**src/hw/spra_map.vh**
```
// Contract
// - an enable bit switches the whole trigger-and-reset function off.
// - trigger both acts on every relay make and every relay break.
// - trigger level acts once per sample period while the relay is on.
// - target off disables reset, hides mode and constant, flags return step.
// - store-constant mode writes the constant into the target function.
// - overshoot mode writes activation value minus setpoint plus constant.
// - add mode writes target value plus the signed constant.
// - copy mode writes the chosen source function into the target.
// - constant is signed, clamped to -199999..999999, resets to zero.
// - in copy mode the constant is hidden and, unless target is off, a source select shows.
// - setpoint activation value resets to 180000 counts.
// - while lock input is grounded, settings read back but their writes drop; function value writes still land.
// - grounded total one clear input clears totalizer one to zero.
// - grounded total two clear input clears totalizer two to zero.
// - a switch chosen in code digit two overrides the configured source.
// - digit two at zero activates from the configured source.
`ifndef SPRA_MAP_VH
`define SPRA_MAP_VH

// ****************************************
// register byte offsets
// ****************************************
`define SPRA_ADR_CTRL      8'h00
`define SPRA_ADR_CODE      8'h04
`define SPRA_ADR_SETPT     8'h08
`define SPRA_ADR_CONST     8'h0C
`define SPRA_ADR_STAT      8'h10
`define SPRA_FUNC_PAGE     3'h1

// ****************************************
// control register field positions
// ****************************************
`define SPRA_F_EN          0
`define SPRA_F_TRIG        1
`define SPRA_F_RESET_TARGET        3
`define SPRA_F_MODE        6
`define SPRA_F_CSRC        8
`define SPRA_F_ASRC        12

// ****************************************
// encodings
// ****************************************
`define SPRA_TRIG_MAKE     2'h0
`define SPRA_TRIG_BREAK    2'h1
`define SPRA_TRIG_BOTH     2'h2
`define SPRA_TRIG_LEVEL    2'h3
`define SPRA_MODE_CONST    2'h0
`define SPRA_MODE_ISC      2'h1
`define SPRA_MODE_DPC      2'h2
`define SPRA_MODE_COPY     2'h3
`define SPRA_RESET_TARGET_OFF      3'h0
`define SPRA_FN_TOT1       3'h1
`define SPRA_FN_TOT2       3'h2
`define SPRA_EXT_NONE      4'h0
`define SPRA_EXT_LOCK      4'h1
`define SPRA_EXT_TOT1      4'h2
`define SPRA_EXT_TOT2      4'h3

// ****************************************
// reset values and limits
// ****************************************
`define SPRA_SETPT_RST     24'h02_BF20
`define SPRA_CONST_RST     24'h00_0000
`define SPRA_CONST_MIN     32'hFFFC_F2C1
`define SPRA_CONST_MAX     32'h000F_423F

// ****************************************
// timing
// ****************************************
`define SPRA_CLK_PERIOD_NS     4
`define SPRA_SAMPLE_PERIOD_NS  20000000

`endif

```
**src/hw/spra_fmem.v**
```verilog
module spra_fmem (
	// clock and reset
	input  wire        clk_in,
	input  wire        rst_n_in,
	// write port
	input  wire        we_in,
	input  wire [2:0]  wa_in,
	input  wire [23:0] wd_in,
	// registered read port
	input  wire [2:0]  ra_in,
	output reg  [23:0] rd_out
);

	// ****************************************
	// meter function values
	// ****************************************
	wire [23:0] word [0:7];

	genvar i;
	generate
		for (i = 0; i < 8; i = i + 1) begin : g_word
			reg [23:0] val_q;
			always @(posedge clk_in) begin
				if (!rst_n_in) begin
					val_q <= 24'h00_0000;
				end else if (we_in && wa_in == i) begin
					val_q <= wd_in;
				end
			end
			assign word[i] = val_q;
		end
	endgenerate

	always @(posedge clk_in) begin
		if (!rst_n_in) begin
			rd_out <= 24'h00_0000;
		end else begin
			rd_out <= word[ra_in];
		end
	end

endmodule

```
**src/hw/spra_sync.v**
```verilog
module spra_sync (
	// clock and reset
	input  wire       clk_in,
	input  wire       rst_n_in,
	// raw pins and settled levels
	input  wire [2:0] pin_in,
	output wire [2:0] level_out
);

	// ****************************************
	// three stage synchronisers per pin
	// ****************************************
	genvar i;
	generate
		for (i = 0; i < 3; i = i + 1) begin : g_bit
			reg s1_q;
			reg s2_q;
			reg s3_q;
			reg lvl_q;
			always @(posedge clk_in) begin
				if (!rst_n_in) begin
					s1_q  <= 1'b1;
					s2_q  <= 1'b1;
					s3_q  <= 1'b1;
					lvl_q <= 1'b1;
				end else begin
					s1_q <= pin_in[i];
					s2_q <= s1_q;
					s3_q <= s2_q;
					if (s2_q == s3_q) begin
						lvl_q <= s3_q;
					end
				end
			end
			assign level_out[i] = lvl_q;
		end
	endgenerate

endmodule

```
**src/hw/spra_top.v**
```verilog
`include "spra_map.vh"

module spra_top #(
	parameter SAMPLE_CYCLES =
		`SPRA_SAMPLE_PERIOD_NS / `SPRA_CLK_PERIOD_NS
) (
	// clock and reset
	input  wire        REF_CLK_IN,
	input  wire        RST_N_IN,
	// wishbone slave
	input  wire        WB_CYC_IN,
	input  wire        WB_STB_IN,
	input  wire        WB_WE_IN,
	input  wire [7:0]  WB_ADR_IN,
	input  wire [3:0]  WB_SEL_IN,
	input  wire [31:0] WB_DAT_IN,
	output wire [31:0] WB_DAT_OUT,
	output wire        WB_ACK_OUT,
	// contact closure pins, grounded when active
	input  wire        LOCK_N_IN,
	input  wire        TOTAL_ONE_CLEAR_N_IN,
	input  wire        TOTAL_TWO_CLEAR_N_IN,
	// relay and action strobe
	output wire        RELAY_OUT,
	output wire        RESET_DONE_OUT
);

	localparam [1:0]  ST_IDLE   = 2'h0;
	localparam [1:0]  ST_EVAL   = 2'h1;
	localparam [1:0]  ST_WR     = 2'h2;
	localparam [22:0] TICK_LAST = SAMPLE_CYCLES[22:0] - 23'h00_0001;

	// ****************************************
	// pin inputs
	// ****************************************
	wire [2:0] pin_lvl;

	spra_sync u_sync (
		.clk_in    (REF_CLK_IN),
		.rst_n_in  (RST_N_IN),
		.pin_in    ({TOTAL_TWO_CLEAR_N_IN, TOTAL_ONE_CLEAR_N_IN, LOCK_N_IN}),
		.level_out (pin_lvl)
	);

	wire lock_on = ~pin_lvl[0];
	wire tot1_on = ~pin_lvl[1];
	wire tot2_on = ~pin_lvl[2];

	// ****************************************
	// sample period tick
	// ****************************************
	reg [22:0] div_q;
	reg        tick_q;

	always @(posedge REF_CLK_IN) begin
		if (!RST_N_IN) begin
			div_q  <= 23'h00_0000;
			tick_q <= 1'b0;
		end else if (div_q == TICK_LAST) begin
			div_q  <= 23'h00_0000;
			tick_q <= 1'b1;
		end else begin
			div_q  <= div_q + 23'h00_0001;
			tick_q <= 1'b0;
		end
	end

	// ****************************************
	// state and settings
	// ****************************************
	reg [1:0]  st_q;
	reg        start_q;
	reg        clr1_q;
	reg        clr2_q;
	reg        stage_q;
	reg        ack_q;
	reg [31:0] dat_q;
	reg        relay_q;
	reg        done_q;
	reg [7:0]  count_q;
	reg [23:0] act_q;
	reg        en_q;
	reg [1:0]  trig_q;
	reg [2:0]  reset_target_q;
	reg [1:0]  mode_q;
	reg [2:0]  csrc_q;
	reg [2:0]  asrc_q;
	reg [11:0] code_q;
	reg [23:0] setpt_q;
	reg [23:0] const_q;

	wire [23:0] mem_rd;
	reg  [2:0]  mem_ra;
	reg         mem_we;
	reg  [2:0]  mem_wa;
	reg  [23:0] mem_wd;

	spra_fmem u_fmem (
		.clk_in   (REF_CLK_IN),
		.rst_n_in (RST_N_IN),
		.we_in    (mem_we),
		.wa_in    (mem_wa),
		.wd_in    (mem_wd),
		.ra_in    (mem_ra),
		.rd_out   (mem_rd)
	);

	// ****************************************
	// bus decode
	// ****************************************
	wire       bus_req  = WB_CYC_IN & WB_STB_IN & ~ack_q & ~stage_q;
	wire       is_func  = (WB_ADR_IN[7:5] == `SPRA_FUNC_PAGE);
	wire [2:0] fidx     = WB_ADR_IN[4:2];
	wire       bus_wr   = stage_q & WB_WE_IN;
	wire       cfg_wr   = bus_wr & ~lock_on;
	wire       reset_target_off = (reset_target_q == `SPRA_RESET_TARGET_OFF);
	wire       is_copy  = (mode_q == `SPRA_MODE_COPY);
	wire       idle     = (st_q == ST_IDLE);

	function [31:0] merge;
		input [31:0] old_v;
		input [31:0] new_v;
		input [3:0]  sel;
		integer b;
		begin
			merge = old_v;
			for (b = 0; b < 4; b = b + 1) begin
				if (sel[b]) begin
					merge[b*8 +: 8] = new_v[b*8 +: 8];
				end
			end
		end
	endfunction

	wire [31:0] fn_old    = {{8{mem_rd[23]}}, mem_rd};
	wire [31:0] fn_new    = merge(fn_old, WB_DAT_IN, WB_SEL_IN);
	wire [31:0] sp_new    = merge({{8{setpt_q[23]}}, setpt_q},
		WB_DAT_IN, WB_SEL_IN);
	wire [31:0] cn_raw    = merge({{8{const_q[23]}}, const_q},
		WB_DAT_IN, WB_SEL_IN);
	wire [31:0] ctl_new   = merge({16'h0000, 1'b0, asrc_q, 1'b0, csrc_q,
		mode_q, reset_target_q, trig_q, en_q}, WB_DAT_IN, WB_SEL_IN);
	wire [31:0] code_new  = merge({20'h0_0000, code_q}, WB_DAT_IN, WB_SEL_IN);

	// constant saturates into its legal range
	wire [31:0] cn_clamp =
		($signed(cn_raw) < $signed(`SPRA_CONST_MIN)) ? `SPRA_CONST_MIN :
		($signed(cn_raw) > $signed(`SPRA_CONST_MAX)) ? `SPRA_CONST_MAX :
		cn_raw;

	// ****************************************
	// activation and trigger decision
	// ****************************************
	wire [3:0] digit2 = code_q[7:4];
	reg        relay_new;

	always @* begin
		case (digit2)
			`SPRA_EXT_LOCK: relay_new = lock_on;
			`SPRA_EXT_TOT1: relay_new = tot1_on;
			`SPRA_EXT_TOT2: relay_new = tot2_on;
			default: relay_new = ($signed(mem_rd) >= $signed(setpt_q));
		endcase
	end

	wire make_edge = ~relay_q & relay_new;
	wire brk_edge  = relay_q & ~relay_new;
	reg  edge_hit;

	always @* begin
		case (trig_q)
			`SPRA_TRIG_MAKE:  edge_hit = make_edge;
			`SPRA_TRIG_BREAK: edge_hit = brk_edge;
			`SPRA_TRIG_BOTH:  edge_hit = make_edge | brk_edge;
			`SPRA_TRIG_LEVEL: edge_hit = relay_new;
			default:          edge_hit = 1'b0;
		endcase
	end

	wire fire = en_q & ~reset_target_off & edge_hit;

	// ****************************************
	// new target value
	// ****************************************
	reg [23:0] result;

	always @* begin
		case (mode_q)
			`SPRA_MODE_CONST: result = const_q;
			`SPRA_MODE_ISC:   result = act_q - setpt_q + const_q;
			`SPRA_MODE_DPC:   result = mem_rd + const_q;
			`SPRA_MODE_COPY:  result = mem_rd;
			default:          result = const_q;
		endcase
	end

	// ****************************************
	// function memory port steering
	// ****************************************
	always @* begin
		mem_ra = fidx;
		mem_we = 1'b0;
		mem_wa = fidx;
		mem_wd = fn_new[23:0];
		case (st_q)
			ST_IDLE: begin
				if (stage_q) begin
					mem_we = bus_wr & is_func;
				end else if (clr1_q) begin
					mem_we = 1'b1;
					mem_wa = `SPRA_FN_TOT1;
					mem_wd = 24'h00_0000;
				end else if (clr2_q) begin
					mem_we = 1'b1;
					mem_wa = `SPRA_FN_TOT2;
					mem_wd = 24'h00_0000;
				end else if (start_q) begin
					mem_ra = asrc_q;
				end
			end
			ST_EVAL: begin
				mem_ra = is_copy ? csrc_q : reset_target_q;
			end
			ST_WR: begin
				mem_we = 1'b1;
				mem_wa = reset_target_q;
				mem_wd = result;
			end
			default: begin
				mem_ra = fidx;
			end
		endcase
	end

	wire busy_idle = stage_q | clr1_q | clr2_q | start_q;
	wire take_clr1 = idle & ~stage_q & clr1_q;
	wire take_clr2 = idle & ~stage_q & ~clr1_q & clr2_q;
	wire take_st   = idle & ~stage_q & ~clr1_q & ~clr2_q & start_q;
	wire accept    = idle & ~busy_idle & bus_req;

	// ****************************************
	// read data
	// ****************************************
	reg [31:0] rd_val;

	always @* begin
		rd_val = 32'h0000_0000;
		if (is_func) begin
			rd_val = fn_old;
		end else begin
			case (WB_ADR_IN)
				`SPRA_ADR_CTRL: rd_val = {16'h0000, 1'b0, asrc_q, 1'b0,
					(is_copy & ~reset_target_off) ? csrc_q : 3'h0,
					reset_target_off ? 2'h0 : mode_q, reset_target_q, trig_q, en_q};
				`SPRA_ADR_CODE:  rd_val = {20'h0_0000, code_q};
				`SPRA_ADR_SETPT: rd_val = {{8{setpt_q[23]}}, setpt_q};
				`SPRA_ADR_CONST: rd_val = (reset_target_off | is_copy) ? 32'h0000_0000 :
					{{8{const_q[23]}}, const_q};
				`SPRA_ADR_STAT:  rd_val = {16'h0000, count_q, 2'h0, reset_target_off,
					~idle, tot2_on, tot1_on, lock_on, relay_q};
				default:         rd_val = 32'h0000_0000;
			endcase
		end
	end

	// ****************************************
	// sequencing and registers
	// ****************************************
	always @(posedge REF_CLK_IN) begin
		if (!RST_N_IN) begin
			st_q    <= ST_IDLE;
			start_q <= 1'b0;
			clr1_q  <= 1'b0;
			clr2_q  <= 1'b0;
			stage_q <= 1'b0;
			ack_q   <= 1'b0;
			dat_q   <= 32'h0000_0000;
			relay_q <= 1'b0;
			done_q  <= 1'b0;
			count_q <= 8'h00;
			act_q   <= 24'h00_0000;
			en_q    <= 1'b0;
			trig_q  <= `SPRA_TRIG_MAKE;
			reset_target_q  <= `SPRA_RESET_TARGET_OFF;
			mode_q  <= `SPRA_MODE_CONST;
			csrc_q  <= 3'h0;
			asrc_q  <= 3'h0;
			code_q  <= 12'h000;
			setpt_q <= `SPRA_SETPT_RST;
			const_q <= `SPRA_CONST_RST;
		end else begin
			// a new tick wins over the take of the previous request
			start_q <= tick_q | (start_q & ~take_st);
			clr1_q  <= (tick_q & tot1_on) | (clr1_q & ~take_clr1);
			clr2_q  <= (tick_q & tot2_on) | (clr2_q & ~take_clr2);
			stage_q <= accept;
			ack_q   <= stage_q;
			done_q  <= 1'b0;
			if (stage_q) begin
				dat_q <= WB_WE_IN ? 32'h0000_0000 : rd_val;
			end
			if (cfg_wr && WB_ADR_IN == `SPRA_ADR_CTRL) begin
				en_q   <= ctl_new[`SPRA_F_EN];
				trig_q <= ctl_new[`SPRA_F_TRIG+1:`SPRA_F_TRIG];
				reset_target_q <= ctl_new[`SPRA_F_RESET_TARGET+2:`SPRA_F_RESET_TARGET];
				mode_q <= ctl_new[`SPRA_F_MODE+1:`SPRA_F_MODE];
				csrc_q <= ctl_new[`SPRA_F_CSRC+2:`SPRA_F_CSRC];
				asrc_q <= ctl_new[`SPRA_F_ASRC+2:`SPRA_F_ASRC];
			end
			if (cfg_wr && WB_ADR_IN == `SPRA_ADR_CODE) begin
				code_q <= code_new[11:0];
			end
			if (cfg_wr && WB_ADR_IN == `SPRA_ADR_SETPT) begin
				setpt_q <= sp_new[23:0];
			end
			if (cfg_wr && WB_ADR_IN == `SPRA_ADR_CONST && !reset_target_off
				&& !is_copy) begin
				const_q <= cn_clamp[23:0];
			end
			case (st_q)
				ST_IDLE: begin
					if (take_st) begin
						st_q <= ST_EVAL;
					end
				end
				ST_EVAL: begin
					act_q   <= mem_rd;
					relay_q <= relay_new;
					st_q    <= fire ? ST_WR : ST_IDLE;
				end
				ST_WR: begin
					done_q  <= 1'b1;
					count_q <= count_q + 8'h01;
					st_q    <= ST_IDLE;
				end
				default: begin
					st_q <= ST_IDLE;
				end
			endcase
		end
	end

	// ****************************************
	// outputs
	// ****************************************
	assign WB_DAT_OUT     = dat_q;
	assign WB_ACK_OUT     = ack_q;
	assign RELAY_OUT      = relay_q;
	assign RESET_DONE_OUT = done_q;

endmodule

```
**config.mk**
```make
export PLATFORM = sky130hd
export DESIGN_NAME = spra_top
export DESIGN_NICKNAME = d
export VERILOG_FILES = /design/src/hw/spra_fmem.v /design/src/hw/spra_sync.v /design/src/hw/spra_top.v
export VERILOG_INCLUDE_DIRS = /design/src /design/src/hw
export SDC_FILE = /design/constraint.sdc
export NUM_CORES = 1
export LEC_CHECK = 0
export ABC_AREA = 0
export BUFFER_PORTS_ARGS = -buffer_cell sky130_fd_sc_hd__buf_2
export CAP_MARGIN = 20
export CORE_ASPECT_RATIO = 1.4
export CORE_MARGIN = 2
export CORE_UTILIZATION = 55
export CTS_CLUSTER_SIZE = 20
export DETAILED_ROUTE_END_ITERATION = 6
export MAX_ROUTING_LAYER = met4
export PLACE_DENSITY = 0.72
export SKIP_LAST_GASP = 1
export SLEW_MARGIN = 10
export SYNTH_ARGS = -nofsm -noshare
export SYNTH_HDL_FRONTEND = slang
export SYNTH_SLANG_ARGS = --single-unit
```
**constraint.sdc**
```tcl
create_clock -name REF_CLK_IN -period 6.25 [get_ports REF_CLK_IN]
set_clock_uncertainty 0.15 [all_clocks]
set_input_delay 0 -clock REF_CLK_IN [delete_from_list [all_inputs] [get_ports REF_CLK_IN]]
set_output_delay 0 -clock REF_CLK_IN [all_outputs]
set_load 0.01 [all_outputs]
```
==> impl_metrics.toml <==
[floorplan]
ios = 87
rows = 85
die_w_um = 170
die_y_um = 236
start_util_pct = 55.4
die-area_mm2 = 0.0401
coreArea_mm2 = 0.0382

[cts]
cts_setup_buffers = 0
clkSlewWorstSetupHoldPaths_ps = 60
cts-buffers-inserted = 41
cts_root_buffer = "clkbuf_16"
cts_tree = "built"
clkLatencyLatePin_ps = 580
post_cts_resized = 0
cts_sinks = 391
clockBufferDepth = 3
htreeDepth = 2

[logic_synthesis]
synth_warnings = 0
synth-seq-cells = 391
synth_cell_types = 94
syn-num-nets = 2615
syn_area_mm2 = 0.0212
synth_flop_cell = "dfxtp_1"
synth-edff-count = 0
synth-seq-area-share_pct = 37.0
synthArstFlopShare_pct = 0
synthCells = 2464
syn_area_per_cell_um2 = 8.59

[setup_path]
critical_path.slowest_cell = "o31ai_1"
cp_top_family = "compound AO/OA/AOI/OAI gates"
crit_arrival_ps = 4470
path_buf_inv = 2
required_ps = 6600
crit_path_end_kind = "flip-flop"
start_kind = "flip-flop"
slowest_delay_ps = 580
crit_fanout = 8
path_cells = "inv_1 -> fa_1 -> inv_1 -> ha_1 -> a211oi_1 -> o21bai_1 -> a31oi_1 -> o31ai_1 -> a31oi_1 -> xnor2_1 -> a21oi_1 -> a21o_1"
worst-setup-path-type = "flip-flop to flip-flop"

[cells_and_area]
multi_input_area_mm2 = 0.0121
postLayoutCoreUtil_pct = 62.1
regArea_mm2 = 0.00783
antenna_cells = 0
drive_gt1_share_pct = 11.4
fillers = 3275
syn_to_final_growth_pct = 12.0
fin_nets = 2666

[drt]
drt-initial-drc-count = 1876
drtAntennaViolNets = 0
drt-pass1-iter-count = 6
drc_errors = 0
vias = 19300
avgViaCountPerCell = 6.40
wire_per_inst_um = 22.2
wirelength_um = 67100

[sta]
min_period_ps = 4110
max_freq_ghz = 0.243
hold_violations = 0
rsz0062_at_grt = "no"
slew_headroom_pct = 23.9
worst_pin_slew_ps = 1110
tns_ps = 0
finalCritPeriodShare_pct = 65.8
drv_slew = 0
finalSetupViolCount = 0

[place]
routabilityCongestion = 0.991
dpl.hpwl_um = 47500
port_buffers = 86

[grt]
antenna_found_initial = 0
grt_pass1_vias = 18900
grt_remaining_overflow = 0
grt_use_total_pct = 34.2
grt_max_degree = 119
grt_pass1_wl_um = 104000

[power]
max-vdd-ir-drop_mv = 0.329
leakagePower_uw = 0.00893
power_density_mw_per_mm2 = 224

[outcome]
outcome = "finished clean"

[job]
maxCapViolCount = 0

[hold_path]
hold_path.class = "input pin to flip-flop"
power by group:
group	internal [uW]	leakage, uW	switching (uW)
registers	2500	0.00315	4.09
clock network	1500	0.000670	1050
logic	83.7	0.00510	176
layout make-up:
type / instances / area share, %
Timing Repair Buffer: 169 / 5.14
Sequential cell: 391 / 33.0
Clock buffer: 56 / 4.82
Clock inverter: 13 / 1.06
Tap cell: 478 / 2.52
Multi-Input combinational cell: 1770 / 51.2
Inverter: 142 / 2.26
kinds of logic (layout without fill, tap and decap cells):
family                     count (synthesis)  after routing  synth area share [%]
AOI/OAI and AO/OA                        770            770                  22.9
xor gates and xnor gates                  54             54                  2.23
adders and majority gates                 99             99                  6.70
buffers and inverters                    303            380                  5.87
DFF                                      391            391                  37.0
muxes                                    126            126                  9.38
and+or+nand+nor                          721            721                  15.9
repair_timing:
item                                    CTS  global route
hold buffers                             54             0
endpoints found under the setup margin    0             0
endpoints found under the hold margin   158             0
cell usage after synthesis, types with 19 or more instances:
master | n | area, um2
a211oi_1 | 40 | 300
a21o_1 | 26 | 195
a21oi_1 | 248 | 1240
a221oi_1 | 20 | 175
a22o_1 | 29 | 254
a31oi_1 | 19 | 119
buf_2 | 27 | 135
clkbuf_1 | 100 | 375
dfxtp_1 | 391 | 7830
fa_1 | 24 | 480
ha_1 | 75 | 938
inv_1 | 139 | 522
mux2i_1 | 60 | 601
mux4_2 | 57 | 1280
nand2_1 | 199 | 747
nand2b_1 | 23 | 144
nand3_1 | 131 | 656
nand4_1 | 23 | 144
nor2_1 | 218 | 818
nor3_1 | 26 | 130
o21ai_0 | 204 | 1020
o21ai_1 | 46 | 230
xnor2_1 | 28 | 245
xor2_1 | 26 | 228
tightest hold or removal path, stage by stage:
cell     delay (ps)
buf_2           150
nor3_4           70
nand2_1         150
nor2_2          160
mux2i_1         150
nor2_1           70
metrics by stage:
stage | cell area, um2 | instances | power (uW) | setup slack [ps] | hold slack, ps
after floorplan | 21200 | 2464 | 2700 | 2910 | -48.5
after global placement | 21700 | 2894 | 2790 | 2260 | 35.6
after detailed placement | 21700 | 2895 | 2790 | 2200 | 37.6
after CTS | 23700 | 3018 | 5330 | 2180 | 40.3
after global routing | 23700 | 3019 | 5450 | 1940 | 89.8
final | 23700 | 3019 | 5310 | 2140 | 62.1
registers in the layout, summed over array words and instances, names as in the netlist, 8 cells and up:
name                 cells
WB_DAT_OUT              24
act_q                   24
code_q                  12
const_q                 24
count_q                  8
div_q                   23
setpt_q                 24
u_fmem.g_word.val_q    192
u_fmem.rd_out           24
metal layers:
metal | track usage, % | share of wire (%)
met1 | 42.1 | 40
met2 | 55.4 | 48
met3 | 4.03 | 6.7
met4 | 17.4 | 5.5
met5 | - | 0
final timing paths:
kind | endpoint | from | cells past startpoint | slack, ps
worst min register to register | u_sync.g_bit[0].s2_q | u_sync.g_bit[0].s1_q | 1 | 260
worst min-delay path | mode_q[1] | WB_ADR_IN[4] | 6 | 60
worst max register to register | u_fmem.g_word[0].val_q[23] | const_q[1] | 12 | 2140
worst max-delay path | u_fmem.g_word[0].val_q[23] | const_q[1] | 12 | 2140
layout by cell type, fill, tap and decap left out, types with 60 or more instances in the layout:
master,instances
buf_2,85
nor2_1,217
o21ai_0,204
nand2_1,199
mux2i_1,60
dfxtp_1,391
inv_1,138
a21oi_1,247
ha_1,75
nand3_1,131
Power figures use the tool's default switching activity.
